[src/tpu_defines.vh]
// register map, field positions, reset values, lfsr seed and response codes for the timer/pwm unit
// assumes: included by the unit's design files, 32-bit axi4-lite register access
`ifndef TPU_DEFINES_VH
`define TPU_DEFINES_VH

`define TPU_ADDR_W        6
`define TPU_OFS_CTRL      6'h00
`define TPU_OFS_DIV       6'h04
`define TPU_OFS_PERIOD    6'h08
`define TPU_OFS_CMP       6'h0c
`define TPU_OFS_DEAD      6'h10
`define TPU_OFS_COUNT     6'h14
`define TPU_OFS_CAPTURE   6'h18
`define TPU_OFS_STATUS    6'h1c
`define TPU_OFS_INT_EN    6'h20
`define TPU_OFS_INT_CLR   6'h24
`define TPU_OFS_STATE     6'h28

`define TPU_CTRL_RUN      0
`define TPU_CTRL_ONESHOT  1
`define TPU_CTRL_MODE_LO  2
`define TPU_CTRL_MODE_HI  3
`define TPU_CTRL_CAP_EN   4
`define TPU_CTRL_CAP_RISE 5
`define TPU_CTRL_KILL_CMP 6
`define TPU_CTRL_KILL_PIN 7
`define TPU_CTRL_SAFE_P   8
`define TPU_CTRL_SAFE_N   9
`define TPU_CTRL_KILL_STK 10
`define TPU_CTRL_W        11

`define TPU_MODE_EDGE     2'h0
`define TPU_MODE_CENTER   2'h1
`define TPU_MODE_PRAND    2'h2

`define TPU_EV_TC         0
`define TPU_EV_CMP        1
`define TPU_EV_CAP        2
`define TPU_EV_KILL       3
`define TPU_EV_W          4

`define TPU_RST_CTRL      11'h000
`define TPU_RST_DIV       16'h0000
`define TPU_RST_PERIOD    16'hffff
`define TPU_RST_CMP       16'h8000
`define TPU_RST_DEAD      8'h00
`define TPU_LFSR_SEED     16'hace1

`define TPU_RESP_OKAY     2'h0
`define TPU_RESP_SLVERR   2'h2

`endif

[src/tpu_sync.v]
// three-flop synchroniser for a pin input, change counted when flops two and three agree
// assumes: single clock clk_i, synchronous active-high reset
`default_nettype none
module tpu_sync (
  input  wire clk_i,
  input  wire reset_i,
  input  wire pin_i,
  output reg  level_o
);
  reg s1_reg;
  reg s2_reg;
  reg s3_reg;

  always @(posedge clk_i) begin
    if (reset_i) begin
      s1_reg  <= 1'b0;
      s2_reg  <= 1'b0;
      s3_reg  <= 1'b0;
      level_o <= 1'b0;
    end else begin
      s1_reg <= pin_i;
      s2_reg <= s1_reg;
      s3_reg <= s2_reg;
      // only flops two and three are compared
      if (s2_reg == s3_reg) begin
        level_o <= s3_reg;
      end
    end
  end
endmodule
`default_nettype wire

[src/tpu_prescaler.v]
// 16-bit divider of the cpu clock, one-cycle tick every div+1 clocks
// assumes: div_i comes from a register on the same clock
`include "tpu_defines.vh"
`default_nettype none
module tpu_prescaler (
  input  wire        clk_i,
  input  wire        reset_i,
  input  wire        run_i,
  input  wire [15:0] div_i,
  output reg         tick_o
);
  reg [15:0] cnt_reg;

  always @(posedge clk_i) begin
    if (reset_i || !run_i) begin
      cnt_reg <= 16'h0000;
      tick_o  <= 1'b0;
    end else if (cnt_reg >= div_i) begin
      cnt_reg <= 16'h0000;
      tick_o  <= 1'b1;
    end else begin
      cnt_reg <= cnt_reg + 16'h0001;
      tick_o  <= 1'b0;
    end
  end
endmodule
`default_nettype wire

[src/tpu_top.v]
// timer/counter/pwm unit with an axi4-lite register slave
// assumes: one clock clk_i, synchronous reset; capture and kill pins are asynchronous
//
// What this block does
// a 16-bit counter whose period length software programs
// counter ticks from a 16-bit divider of the cpu clock
// capture event, possibly from a pin, copies counter into capture register
// counter at period end (equal to period, or back at zero in center mode) either stops or reloads, as configured
// compare register against counter (against the lfsr in pseudo-random mode) sets the pwm duty cycle
// true and complement outputs separated by programmable dead time
// kill input forces both outputs to a safe state together, some clocks after the pin through its synchroniser and the output register
// edge-aligned, center-aligned and pseudo-random pwm modes
// comparator output can trigger kill for over-current shutdown
// counter advances one per divided tick while running, holds when stopped
`include "tpu_defines.vh"
`default_nettype none
module tpu_top (
  // clock and reset
  input  wire        clk_i,
  input  wire        reset_i,
  // axi4-lite write
  input  wire [5:0]  s_axi_awaddr,
  input  wire        s_axi_awvalid,
  output reg         s_axi_awready,
  input  wire [31:0] s_axi_wdata,
  input  wire [3:0]  s_axi_wstrb,
  input  wire        s_axi_wvalid,
  output reg         s_axi_wready,
  output reg  [1:0]  s_axi_bresp,
  output reg         s_axi_bvalid,
  input  wire        s_axi_bready,
  // axi4-lite read
  input  wire [5:0]  s_axi_araddr,
  input  wire        s_axi_arvalid,
  output reg         s_axi_arready,
  output reg  [31:0] s_axi_rdata,
  output reg  [1:0]  s_axi_rresp,
  output reg         s_axi_rvalid,
  input  wire        s_axi_rready,
  // pins
  input  wire        capture_i,
  input  wire        kill_i,
  input  wire        comp_out_i,
  output reg         pwm_o,
  output reg         pwm_n_o,
  output reg         irq_o
);

  // registers
  reg [10:0] ctrl_reg;
  reg [15:0] div_reg;
  reg [15:0] period_reg;
  reg [15:0] cmp_reg;
  reg [7:0]  dead_reg;
  reg [15:0] count_reg;
  reg [15:0] capture_reg;
  reg [3:0]  status_reg;
  reg [3:0]  int_en_reg;
  reg        dir_down_reg;
  reg [15:0] lfsr_reg;
  reg        cap_prev_reg;
  reg        pwm_raw_reg;
  reg        raw_prev_reg;
  reg [7:0]  dead_cnt_reg;
  reg        kill_latch_reg;

  // axi state
  reg        aw_have_reg;
  reg        w_have_reg;
  reg [5:0]  aw_addr_reg;
  reg [31:0] w_data_reg;
  reg [3:0]  w_strb_reg;

  wire       cap_sync;
  wire       kill_sync;
  wire       comp_sync;
  wire       tick;
  wire [1:0] mode = ctrl_reg[`TPU_CTRL_MODE_HI:`TPU_CTRL_MODE_LO];
  wire       run  = ctrl_reg[`TPU_CTRL_RUN];

  tpu_sync u_sync_cap  (.clk_i(clk_i), .reset_i(reset_i), .pin_i(capture_i),  .level_o(cap_sync));
  tpu_sync u_sync_kill (.clk_i(clk_i), .reset_i(reset_i), .pin_i(kill_i),     .level_o(kill_sync));
  tpu_sync u_sync_comp (.clk_i(clk_i), .reset_i(reset_i), .pin_i(comp_out_i), .level_o(comp_sync));

  tpu_prescaler u_div (
    .clk_i   (clk_i),
    .reset_i (reset_i),
    .run_i   (run),
    .div_i   (div_reg),
    .tick_o  (tick)
  );

  // byte-lane merge for a 32-bit write onto a register of any width
  function [31:0] wmerge;
    input [31:0] old;
    input [31:0] data;
    input [3:0]  strb;
    integer i;
    begin
      wmerge = old;
      for (i = 0; i < 4; i = i + 1) begin
        if (strb[i]) begin
          wmerge[i*8 +: 8] = data[i*8 +: 8];
        end
      end
    end
  endfunction

  // kill sources, level sensitive
  wire kill_now = (ctrl_reg[`TPU_CTRL_KILL_PIN] && kill_sync) ||
                  (ctrl_reg[`TPU_CTRL_KILL_CMP] && comp_sync);
  wire killed   = kill_now || kill_latch_reg;

  // counter events
  wire at_period = (count_reg == period_reg);
  wire tc_ev     = run && tick && (mode == `TPU_MODE_CENTER ? (dir_down_reg && count_reg == 16'h0000)
                                                            : at_period);
  wire cap_edge  = ctrl_reg[`TPU_CTRL_CAP_RISE] ? (cap_sync && !cap_prev_reg)
                                                : (!cap_sync && cap_prev_reg);
  wire cap_ev    = ctrl_reg[`TPU_CTRL_CAP_EN] && cap_edge;
  wire cmp_ev    = run && tick && (count_reg == cmp_reg);

  // duty decision
  reg  pwm_next;
  always @* begin
    case (mode)
      `TPU_MODE_CENTER: pwm_next = (count_reg < cmp_reg);
      `TPU_MODE_PRAND:  pwm_next = (lfsr_reg < cmp_reg);
      default:          pwm_next = (count_reg < cmp_reg);
    endcase
  end

  // axi write handling
  wire do_write = aw_have_reg && w_have_reg && !s_axi_bvalid;
  wire [31:0] wd = w_data_reg;

  always @(posedge clk_i) begin
    if (reset_i) begin
      s_axi_awready <= 1'b1;
      s_axi_wready  <= 1'b1;
      s_axi_bvalid  <= 1'b0;
      s_axi_bresp   <= `TPU_RESP_OKAY;
      aw_have_reg   <= 1'b0;
      w_have_reg    <= 1'b0;
      aw_addr_reg   <= 6'h00;
      w_data_reg    <= 32'h00000000;
      w_strb_reg    <= 4'h0;
    end else begin
      if (s_axi_awvalid && s_axi_awready) begin
        aw_have_reg   <= 1'b1;
        aw_addr_reg   <= s_axi_awaddr;
        s_axi_awready <= 1'b0;
      end
      if (s_axi_wvalid && s_axi_wready) begin
        w_have_reg   <= 1'b1;
        w_data_reg   <= s_axi_wdata;
        w_strb_reg   <= s_axi_wstrb;
        s_axi_wready <= 1'b0;
      end
      if (do_write) begin
        s_axi_bvalid <= 1'b1;
        aw_have_reg  <= 1'b0;
        w_have_reg   <= 1'b0;
        if (aw_addr_reg[5:2] <= `TPU_OFS_STATE >> 2) begin
          s_axi_bresp <= `TPU_RESP_OKAY;
        end else begin
          s_axi_bresp <= `TPU_RESP_SLVERR;
        end
      end
      if (s_axi_bvalid && s_axi_bready) begin
        s_axi_bvalid  <= 1'b0;
        s_axi_awready <= 1'b1;
        s_axi_wready  <= 1'b1;
      end
    end
  end

  wire wr_ctrl   = do_write && aw_addr_reg == `TPU_OFS_CTRL;
  wire wr_count  = do_write && aw_addr_reg == `TPU_OFS_COUNT;
  wire wr_intclr = do_write && aw_addr_reg == `TPU_OFS_INT_CLR;
  wire [31:0] ctrl_merged = wmerge({21'h000000, ctrl_reg}, wd, w_strb_reg);
  wire [31:0] div_merged  = wmerge({16'h0000, div_reg}, wd, w_strb_reg);

  // configuration registers
  always @(posedge clk_i) begin
    if (reset_i) begin
      ctrl_reg   <= `TPU_RST_CTRL;
      div_reg    <= `TPU_RST_DIV;
      period_reg <= `TPU_RST_PERIOD;
      cmp_reg    <= `TPU_RST_CMP;
      dead_reg   <= `TPU_RST_DEAD;
      int_en_reg <= 4'h0;
    end else begin
      if (wr_ctrl) begin
        ctrl_reg <= ctrl_merged[10:0];
      end else if (tc_ev && ctrl_reg[`TPU_CTRL_ONESHOT]) begin
        ctrl_reg[`TPU_CTRL_RUN] <= 1'b0;
      end
      if (do_write && aw_addr_reg == `TPU_OFS_DIV) begin
        div_reg <= div_merged[15:0];
      end
      if (do_write && aw_addr_reg == `TPU_OFS_PERIOD) begin
        period_reg <= wd[15:0];
      end
      if (do_write && aw_addr_reg == `TPU_OFS_CMP) begin
        cmp_reg <= wd[15:0];
      end
      if (do_write && aw_addr_reg == `TPU_OFS_DEAD) begin
        dead_reg <= wd[7:0];
      end
      if (do_write && aw_addr_reg == `TPU_OFS_INT_EN) begin
        int_en_reg <= wd[3:0];
      end
    end
  end

  // counter, direction and pseudo-random source
  always @(posedge clk_i) begin
    if (reset_i) begin
      count_reg    <= 16'h0000;
      dir_down_reg <= 1'b0;
      lfsr_reg     <= `TPU_LFSR_SEED;
      cap_prev_reg <= 1'b0;
      capture_reg  <= 16'h0000;
    end else begin
      cap_prev_reg <= cap_sync;
      if (cap_ev) begin
        capture_reg <= count_reg;
      end
      if (wr_count) begin
        count_reg <= wd[15:0];
      end else if (run && tick) begin
        if (mode == `TPU_MODE_CENTER) begin
          if (!dir_down_reg) begin
            if (at_period) begin
              dir_down_reg <= 1'b1;
              count_reg    <= count_reg - 16'h0001;
            end else begin
              count_reg <= count_reg + 16'h0001;
            end
          end else if (count_reg == 16'h0000) begin
            dir_down_reg <= 1'b0;
            if (!ctrl_reg[`TPU_CTRL_ONESHOT]) begin
              count_reg <= 16'h0001;
            end
          end else begin
            count_reg <= count_reg - 16'h0001;
          end
        end else if (at_period) begin
          // one-shot halts on the period value instead of reloading
          if (!ctrl_reg[`TPU_CTRL_ONESHOT]) begin
            count_reg <= 16'h0000;
          end
        end else begin
          count_reg <= count_reg + 16'h0001;
        end
        lfsr_reg <= {lfsr_reg[14:0], lfsr_reg[15] ^ lfsr_reg[13] ^ lfsr_reg[12] ^ lfsr_reg[10]};
      end
    end
  end

  // pwm with dead band and kill
  always @(posedge clk_i) begin
    if (reset_i) begin
      pwm_raw_reg    <= 1'b0;
      raw_prev_reg   <= 1'b0;
      dead_cnt_reg   <= 8'h00;
      kill_latch_reg <= 1'b0;
      pwm_o          <= 1'b0;
      pwm_n_o        <= 1'b0;
    end else begin
      pwm_raw_reg  <= run ? pwm_next : 1'b0;
      raw_prev_reg <= pwm_raw_reg;
      // sticky kill holds until software rewrites ctrl
      if (wr_ctrl) begin
        kill_latch_reg <= 1'b0;
      end else if (kill_now && ctrl_reg[`TPU_CTRL_KILL_STK]) begin
        kill_latch_reg <= 1'b1;
      end
      if (pwm_raw_reg != raw_prev_reg) begin
        dead_cnt_reg <= dead_reg;
      end else if (dead_cnt_reg != 8'h00) begin
        dead_cnt_reg <= dead_cnt_reg - 8'h01;
      end
      if (killed) begin
        pwm_o   <= ctrl_reg[`TPU_CTRL_SAFE_P];
        pwm_n_o <= ctrl_reg[`TPU_CTRL_SAFE_N];
      end else if (pwm_raw_reg != raw_prev_reg || dead_cnt_reg != 8'h00) begin
        pwm_o   <= 1'b0; // both off during dead time
        pwm_n_o <= 1'b0;
      end else begin
        pwm_o   <= pwm_raw_reg;
        pwm_n_o <= !pwm_raw_reg;
      end
    end
  end

  // sticky status, set wins over clear
  wire [3:0] ev_vec = {kill_now, cap_ev, cmp_ev, tc_ev};
  always @(posedge clk_i) begin
    if (reset_i) begin
      status_reg <= 4'h0;
      irq_o      <= 1'b0;
    end else begin
      status_reg <= (status_reg & ~(wr_intclr ? wd[3:0] : 4'h0)) | ev_vec;
      irq_o      <= |(status_reg & int_en_reg);
    end
  end

  // axi read
  reg [31:0] rd_mux;
  reg        rd_err;
  always @* begin
    rd_mux = 32'h00000000;
    rd_err = 1'b0;
    if (s_axi_araddr == `TPU_OFS_CTRL) begin
      rd_mux = {21'h000000, ctrl_reg};
    end else if (s_axi_araddr == `TPU_OFS_DIV) begin
      rd_mux = {16'h0000, div_reg};
    end else if (s_axi_araddr == `TPU_OFS_PERIOD) begin
      rd_mux = {16'h0000, period_reg};
    end else if (s_axi_araddr == `TPU_OFS_CMP) begin
      rd_mux = {16'h0000, cmp_reg};
    end else if (s_axi_araddr == `TPU_OFS_DEAD) begin
      rd_mux = {24'h000000, dead_reg};
    end else if (s_axi_araddr == `TPU_OFS_COUNT) begin
      rd_mux = {16'h0000, count_reg};
    end else if (s_axi_araddr == `TPU_OFS_CAPTURE) begin
      rd_mux = {16'h0000, capture_reg};
    end else if (s_axi_araddr == `TPU_OFS_STATUS) begin
      rd_mux = {28'h0000000, status_reg};
    end else if (s_axi_araddr == `TPU_OFS_INT_EN) begin
      rd_mux = {28'h0000000, int_en_reg};
    end else if (s_axi_araddr == `TPU_OFS_INT_CLR) begin
      rd_mux = 32'h00000000;
    end else if (s_axi_araddr == `TPU_OFS_STATE) begin
      rd_mux = {28'h0000000, killed, kill_latch_reg, dir_down_reg, pwm_raw_reg};
    end else begin
      rd_err = 1'b1;
    end
  end

  always @(posedge clk_i) begin
    if (reset_i) begin
      s_axi_arready <= 1'b1;
      s_axi_rvalid  <= 1'b0;
      s_axi_rdata   <= 32'h00000000;
      s_axi_rresp   <= `TPU_RESP_OKAY;
    end else if (s_axi_arvalid && s_axi_arready) begin
      s_axi_arready <= 1'b0;
      s_axi_rvalid  <= 1'b1;
      s_axi_rdata   <= rd_mux;
      s_axi_rresp   <= rd_err ? `TPU_RESP_SLVERR : `TPU_RESP_OKAY;
    end else if (s_axi_rvalid && s_axi_rready) begin
      s_axi_rvalid  <= 1'b0;
      s_axi_arready <= 1'b1;
    end
  end

endmodule
`default_nettype wire

[config.mk]
export PLATFORM = sky130hd
export DESIGN_NAME = tpu_top
export DESIGN_NICKNAME = d
export VERILOG_FILES = /design/src/tpu_sync.v /design/src/tpu_prescaler.v /design/src/tpu_top.v
export VERILOG_INCLUDE_DIRS = /design/src
export SDC_FILE = /design/constraint.sdc
export NUM_CORES = 1
export LEC_CHECK = 0
export ABC_AREA = 1
export BUFFER_PORTS_ARGS = -buffer_cell sky130_fd_sc_hd__buf_2
export CAP_MARGIN = 10
export CORE_MARGIN = 10
export CORE_UTILIZATION = 31
export CTS_CLUSTER_DIAMETER = 50
export DETAILED_ROUTE_END_ITERATION = 7
export PLACE_DENSITY = 0.58
export SLEW_MARGIN = 40
export SYNTH_ARGS = -nofsm -noshare
export SYNTH_HDL_FRONTEND = slang
export SYNTH_HIERARCHICAL = 1
export SYNTH_SLANG_ARGS = --single-unit
[constraint.sdc]
create_clock -name clk_i -period 4.3 [get_ports clk_i]
set_clock_uncertainty 0.2 [all_clocks]
set_input_delay 0.645 -clock clk_i [delete_from_list [all_inputs] [get_ports clk_i]]
set_output_delay 0.645 -clock clk_i [all_outputs]
set_load 0.02 [all_outputs]
[Yosys cells after proc, flatten, opt, wreduce, memory -nomap -nowiden]
Cells that the tools add are included.
Operators by class
  add/sub/neg operators: 4
  reduce and logical (&&, ||, !) cells: 57
  bitwise operators: 9
  multiplexer cells: 54
  magnitude comparators: 4
  equality and inequality tests: 28
Operator list (number)
  2-to-1 mux 16 bit: 16
  equality test 6 x 5 -> 1 bit, second input constant: 6
  adder 16 x 1 -> 16 bit, second input constant: 2
  equality test 16 bit: 2
  less-than comparator 16 bit: 2
  equality test 6 bit, second input constant: 5
  2-to-1 mux 1 bit: 29
  logical AND 1 bit: 26
  equality test 6 x 4 -> 1 bit, second input constant: 4
  2-to-1 mux 4 bit: 5
  greater-or-equal comparator 16 bit: 1
  zero test 16 bit: 1
  2-to-1 mux 8 bit: 2
  subtractor 16 x 1 -> 16 bit, second input constant: 1
  equality test 6 x 3 -> 1 bit, second input constant: 2
  zero test 6 bit: 2
  AND reduction 2 bit: 6
  OR reduction 2 bit: 5
  bitwise AND 4 bit: 2
  nonzero test 2 bit: 4
  nonzero test 8 bit: 1
  subtractor 8 x 1 -> 8 bit, second input constant: 1
  AND reduction 3 bit: 2
  zero test 1 bit: 5
  other kinds (15): 24
Storage, ports and cells
  output and inout bits: 44
  logic and storage cells: 205
  flip-flop bits (word level): 235
  input bits: 58

[Logic depth before layout (Yosys ltp)]
  depth after elaboration: 14
  gate-level depth with buffers: 15
  gate-level depth less buffers: 14

[Cells and area by module]
Netlist, hierarchy kept.
By module, submodules not included
  tpu_top: seq. area each 3763.6 µm², area an instance 10094.7 µm², instances 1, cells an instance 1457
  tpu_prescaler: seq. area each 340.3 µm², area an instance 1217.4 µm², instances 1, cells an instance 160
  tpu_sync: seq. area each 80.1 µm², area an instance 121.4 µm², instances 3, cells an instance 13

[Worst setup path before layout]
No wires, ideal clock.
  path type: input to register
  from: in s_axi_araddr[0]
  to: reg s_axi_rdata[15]
  path slack: 2227 ps
  arrival: 1739 ps
  data required time: 3966 ps
  library setup time: 134 ps
  stages: 10
  cells stage by stage: inv_1 -> nand2_1 -> nor2_1 -> nand2_1 -> nor2_1 -> clkinv_1 -> nand2_1 -> a21oi_1 -> o21ai_0 -> a21oi_1
On the way
  longest elaborated chain between the ends: 8
  elaborated cells on any way between the ends: 14
  those cells by class: eq/ne: 6; mux: 7; reduce/logical: 1
RTL lines
  start: declaration: line tpu_top.v:33  | input wire [5:0] s_axi_araddr,
  equality test 6 x 5 -> 1 bit (no source line)
  2-to-1 mux 16 bit: line tpu_top.v:328  | end else if (s_axi_araddr == `TPU_OFS_CAPTURE) begin
  2-to-1 mux 16 bit: line tpu_top.v:326  | end else if (s_axi_araddr == `TPU_OFS_COUNT) begin
  2-to-1 mux 16 bit: line tpu_top.v:324  | end else if (s_axi_araddr == `TPU_OFS_DEAD) begin
  2-to-1 mux 16 bit: line tpu_top.v:322  | end else if (s_axi_araddr == `TPU_OFS_CMP) begin
  2-to-1 mux 16 bit: line tpu_top.v:320  | end else if (s_axi_araddr == `TPU_OFS_PERIOD) begin
  2-to-1 mux 16 bit: line tpu_top.v:318  | end else if (s_axi_araddr == `TPU_OFS_DIV) begin
  2-to-1 mux 16 bit (*): line tpu_top.v:316  | if (s_axi_araddr == `TPU_OFS_CTRL) begin
  end signal: assignment: line tpu_top.v:352  | s_axi_rdata <= rd_mux;
  end: declaration: line tpu_top.v:36  | output reg [31:0] s_axi_rdata,
Every way passes the cells marked *; elsewhere a longest branch is shown, timed or not.
A chain may end at the register's enable or synchronous reset.

[Worst setup path in the final report]
  from: in s_axi_araddr[0]
  to: reg s_axi_rdata[12]
Same word-level chain as after synthesis.

==> summary.md <==
| Metric | Value |
|---|---|
| Outcome | completed |
| Die H | 214.1 microns |
| Placed cells | 2179 |
| Detailed-route via count | 10850 |
| Hold_sp | comp_out_i |
| Fmax | 0.3858 GHz |
| First-pass GRT wire length | 58130 microns |
| RR Endpoint | count_reg[5] |
| Max FO, Critical Path | 9 |
| Starting Density | 31.22% |
| Most numerous cell on the critical path | nand2_1 |
| Root Driver | clkbuf_16 |
| Worst-Margin Slew | 0.8345 ns |
| Critical path class | primary input to register |
| Worst Hold Endpoint | u_sync_comp/s1_reg |
| Slowest Stage Delay on Critical Path | 0.58 ns |
| CTS sink cnt | 217 |
| Peak supply drop | 0.3024 mV |
| DRC errors left | 0 |
| Final Util | 35.55% |
| CP delay by family, top | simple AND/OR/NAND/NOR gates |
| Synth unique cells | 52 |
| Cell Pwr Density | 366.9 nW/um^2 |
| Hold path depth | 3 |
| Mapped Cells | 1656 |
| Dpl cell area | 12360 sq um |
| Reg clk slew, reported paths | 0.06 ns |
| Dpl ws | 1.203 ns |
| Ys flop type | dfxtp_1 |
| Filler cells | 4025 |
| Ports | 102 |
| GRT overflow | 0 |
| Clk Latency, worst-skew pair | 0.55 ns |
| Pins Over Slew Limit | 0 |
| Die span in x | 214.1 microns |
| Reg-to-reg startpoint | count_reg[0] |
| Mapped Area | 11680 sq um |
| Lkg Pwr | 5.789 nW |
| Total design power | 4.879 mW |
| Ys async rst share | 0% |
| Vias/cell | 4.868 |
| Longest Clk Path Bufs | 3 |
| Post-DP HPWL | 27410 microns |
| Critical Path AT | 2.79 ns |
| DR pass1 iterations | 7 |
| Crit path launch | s_axi_araddr[0] |
| Share of cells above drive strength 1 | 12.22% |
| Fin crit share | 60.27% |
| PortBufs | 65 |
| Initial antenna violation count | 0 |
| Reg2reg setup slack | 1.78 ns |
| Routability cong. | 0.8880 |
| Seq/Total Area, Yosys | 37.21% |
| Final #Nets | 1808 |
| Yosys reg bits | 217 |
| Final Hold Fails | 0 |
| Layout overhead on the synthesized area | 13.87% |
| CP endpoint kind | register |
| Post-synth EDFFs | 0 |
| Wire per inst | 16.25 microns |
| Hold Crit Class | primary input to register |
| Worst EP required | 4.50 ns |
| Critical-path top delay cell | nor2_1 |
| CTS tree | done |
| Vias in the first global route | 10260 |
| Syn. warnings | 6 |
| Core ar. | 37400 sq um |
| Largest net degree at the start of global routing | 58 |
| RSZ-0062 raised after global routing | no |
| Antenna viol nets, final | 0 |
| Cell Rows | 71 |
| Worst-path cell chain | buf_2 > inv_1 > nand2_1 > nor2_1 > nand2_1 > nor2_1 > clkinv_1 > nand2_1 > a21oi_1 > o21ai_0 > a21oi_1 |
| Fin area | 13300 sq um |
| Post-Layout Cell Count | 2229 |
| Post-CTS Resized | 0 |
| Hold_buf cts | 0 |
| Final worst-path setup slack | 1.708 ns |
| Setup TNS | 0 ns |
| DIE AREA | 45830 sq um |
| Tot GR Track Use | 15.37% |
| Reg2Reg Depth | 9 |
| Iteration-0 DRC Markers | 803 |
| Num CTS Buffers | 28 |
| # diodes | 0 |
| Max cap viols | 0 |
| Worst path bufs/invs | 3 |
| Hold slack | 0.09775 ns |
| Mean Syn Cell Area | 7.051 sq um |
| # H-tree levels | 1 |
| Routed WL | 36230 microns |
| Worst relative slew slack | 44.37% |
| CP startpoint kind | primary input |
| Post-CTS setup buffers | 0 |
| Final Setup Violations | 0 |
| Final min period | 2.592 ns |
## synthesized netlist by cell type, types with 4 or more instances
master,instances,area [sq um]
nand2_1,334,1254
dfxtp_1,217,4344
inv_1,191,716.9
nor2_1,172,645.6
a21oi_1,151,755.7
o21ai_0,138,690.7
nand3_1,71,355.3
ha_1,52,650.6
clkbuf_1,42,157.7
inv_2,26,97.59
xor2_1,26,227.7
o211ai_1,25,187.7
buf_4,23,172.7
nor2_2,23,143.9
a211oi_1,18,135.1
nand4_1,17,106.4
nor3_1,16,80.08
buf_2,11,55.05
xnor2_1,11,96.34
nand3_2,8,80.08
o21bai_1,7,52.55
o22ai_1,7,43.79
a22oi_1,6,45.04
nand2_2,6,37.54
a31oi_1,5,31.28
a221oi_1,4,35.03
clkinv_1,4,15.01
o21a_1,4,30.03
o21ai_1,4,20.02
## cells in the final DEF, fill, tap and decap left out, drive strengths merged, types with 9 or more instances in the layout
| master | count |
|---|---|
| a211oi | 18 |
| a21oi | 154 |
| buf | 75 |
| clkbuf | 35 |
| clkinv | 9 |
| conb | 18 |
| dfxtp | 217 |
| ha | 52 |
| inv | 223 |
| nand2 | 344 |
| nand3 | 81 |
| nand4 | 18 |
| nor2 | 199 |
| nor3 | 19 |
| o211ai | 25 |
| o21ai | 142 |
| xnor2 | 11 |
| xor2 | 26 |
## where the power goes
part | internal [mW] | switching [mW]
combinational | 0.132 | 0.286
sequential | 2.08 | 0.0511
clock | 1.35 | 0.984
## area by class of cell
cell class / count / area (sq um) / area share, %
clock inverters: 15 / 160.2 / 1.205
well taps: 511 / 639.4 / 4.809
repair buffers: 75 / 400.4 / 3.011
multi-input cells: 1155 / 6153 / 46.28
inverters: 221 / 830.8 / 6.249
clock buffers: 35 / 767.0 / 5.769
flip-flops and latches: 217 / 4344 / 32.67
## cells by family (layout without fill, tap and decap cells)
kind of cell,Yosys count,count (layout),synth area share (%)
adder cells (fa/ha/maj),52,52,5.572
other,1,18,0.03212
AO/OA/AOI/OAI,379,379,18.09
AND/OR/NAND/NOR,669,669,25.46
XOR/XNOR,37,37,2.775
buffers and inverters,301,346,10.87
flip-flops,217,217,37.21
## worst max path at each step
| stage | end | depth (start not counted) |
|---|---|---|
| after floorplan | s_axi_rdata[15] | 10 |
| after global placement | s_axi_rdata[13] | 11 |
| after detailed placement | s_axi_rdata[12] | 11 |
| after CTS | count_reg[0] | 10 |
| after global routing | s_axi_rdata[13] | 11 |
| final | s_axi_rdata[12] | 11 |
## worst min-delay path: stages
cell and delay, ns:
buf_2 0.07, inv_1 0.03, nor2_1 0.06
## layer usage
layer / vias to the layer above / global-route usage, % / routed length [microns] / share of wire (%)
li1: 5469 / - / - / -
met1: 5024 / 21.27 / 17410 / 48
met2: 304 / 24.45 / 15990 / 44
met3: 54 / 2.116 / 1965 / 5.4
met4: 0 / 4.207 / 860 / 2.4
met5: - / 0 / 0 / 0
Note: power is estimated with default switching activity, not from simulation.
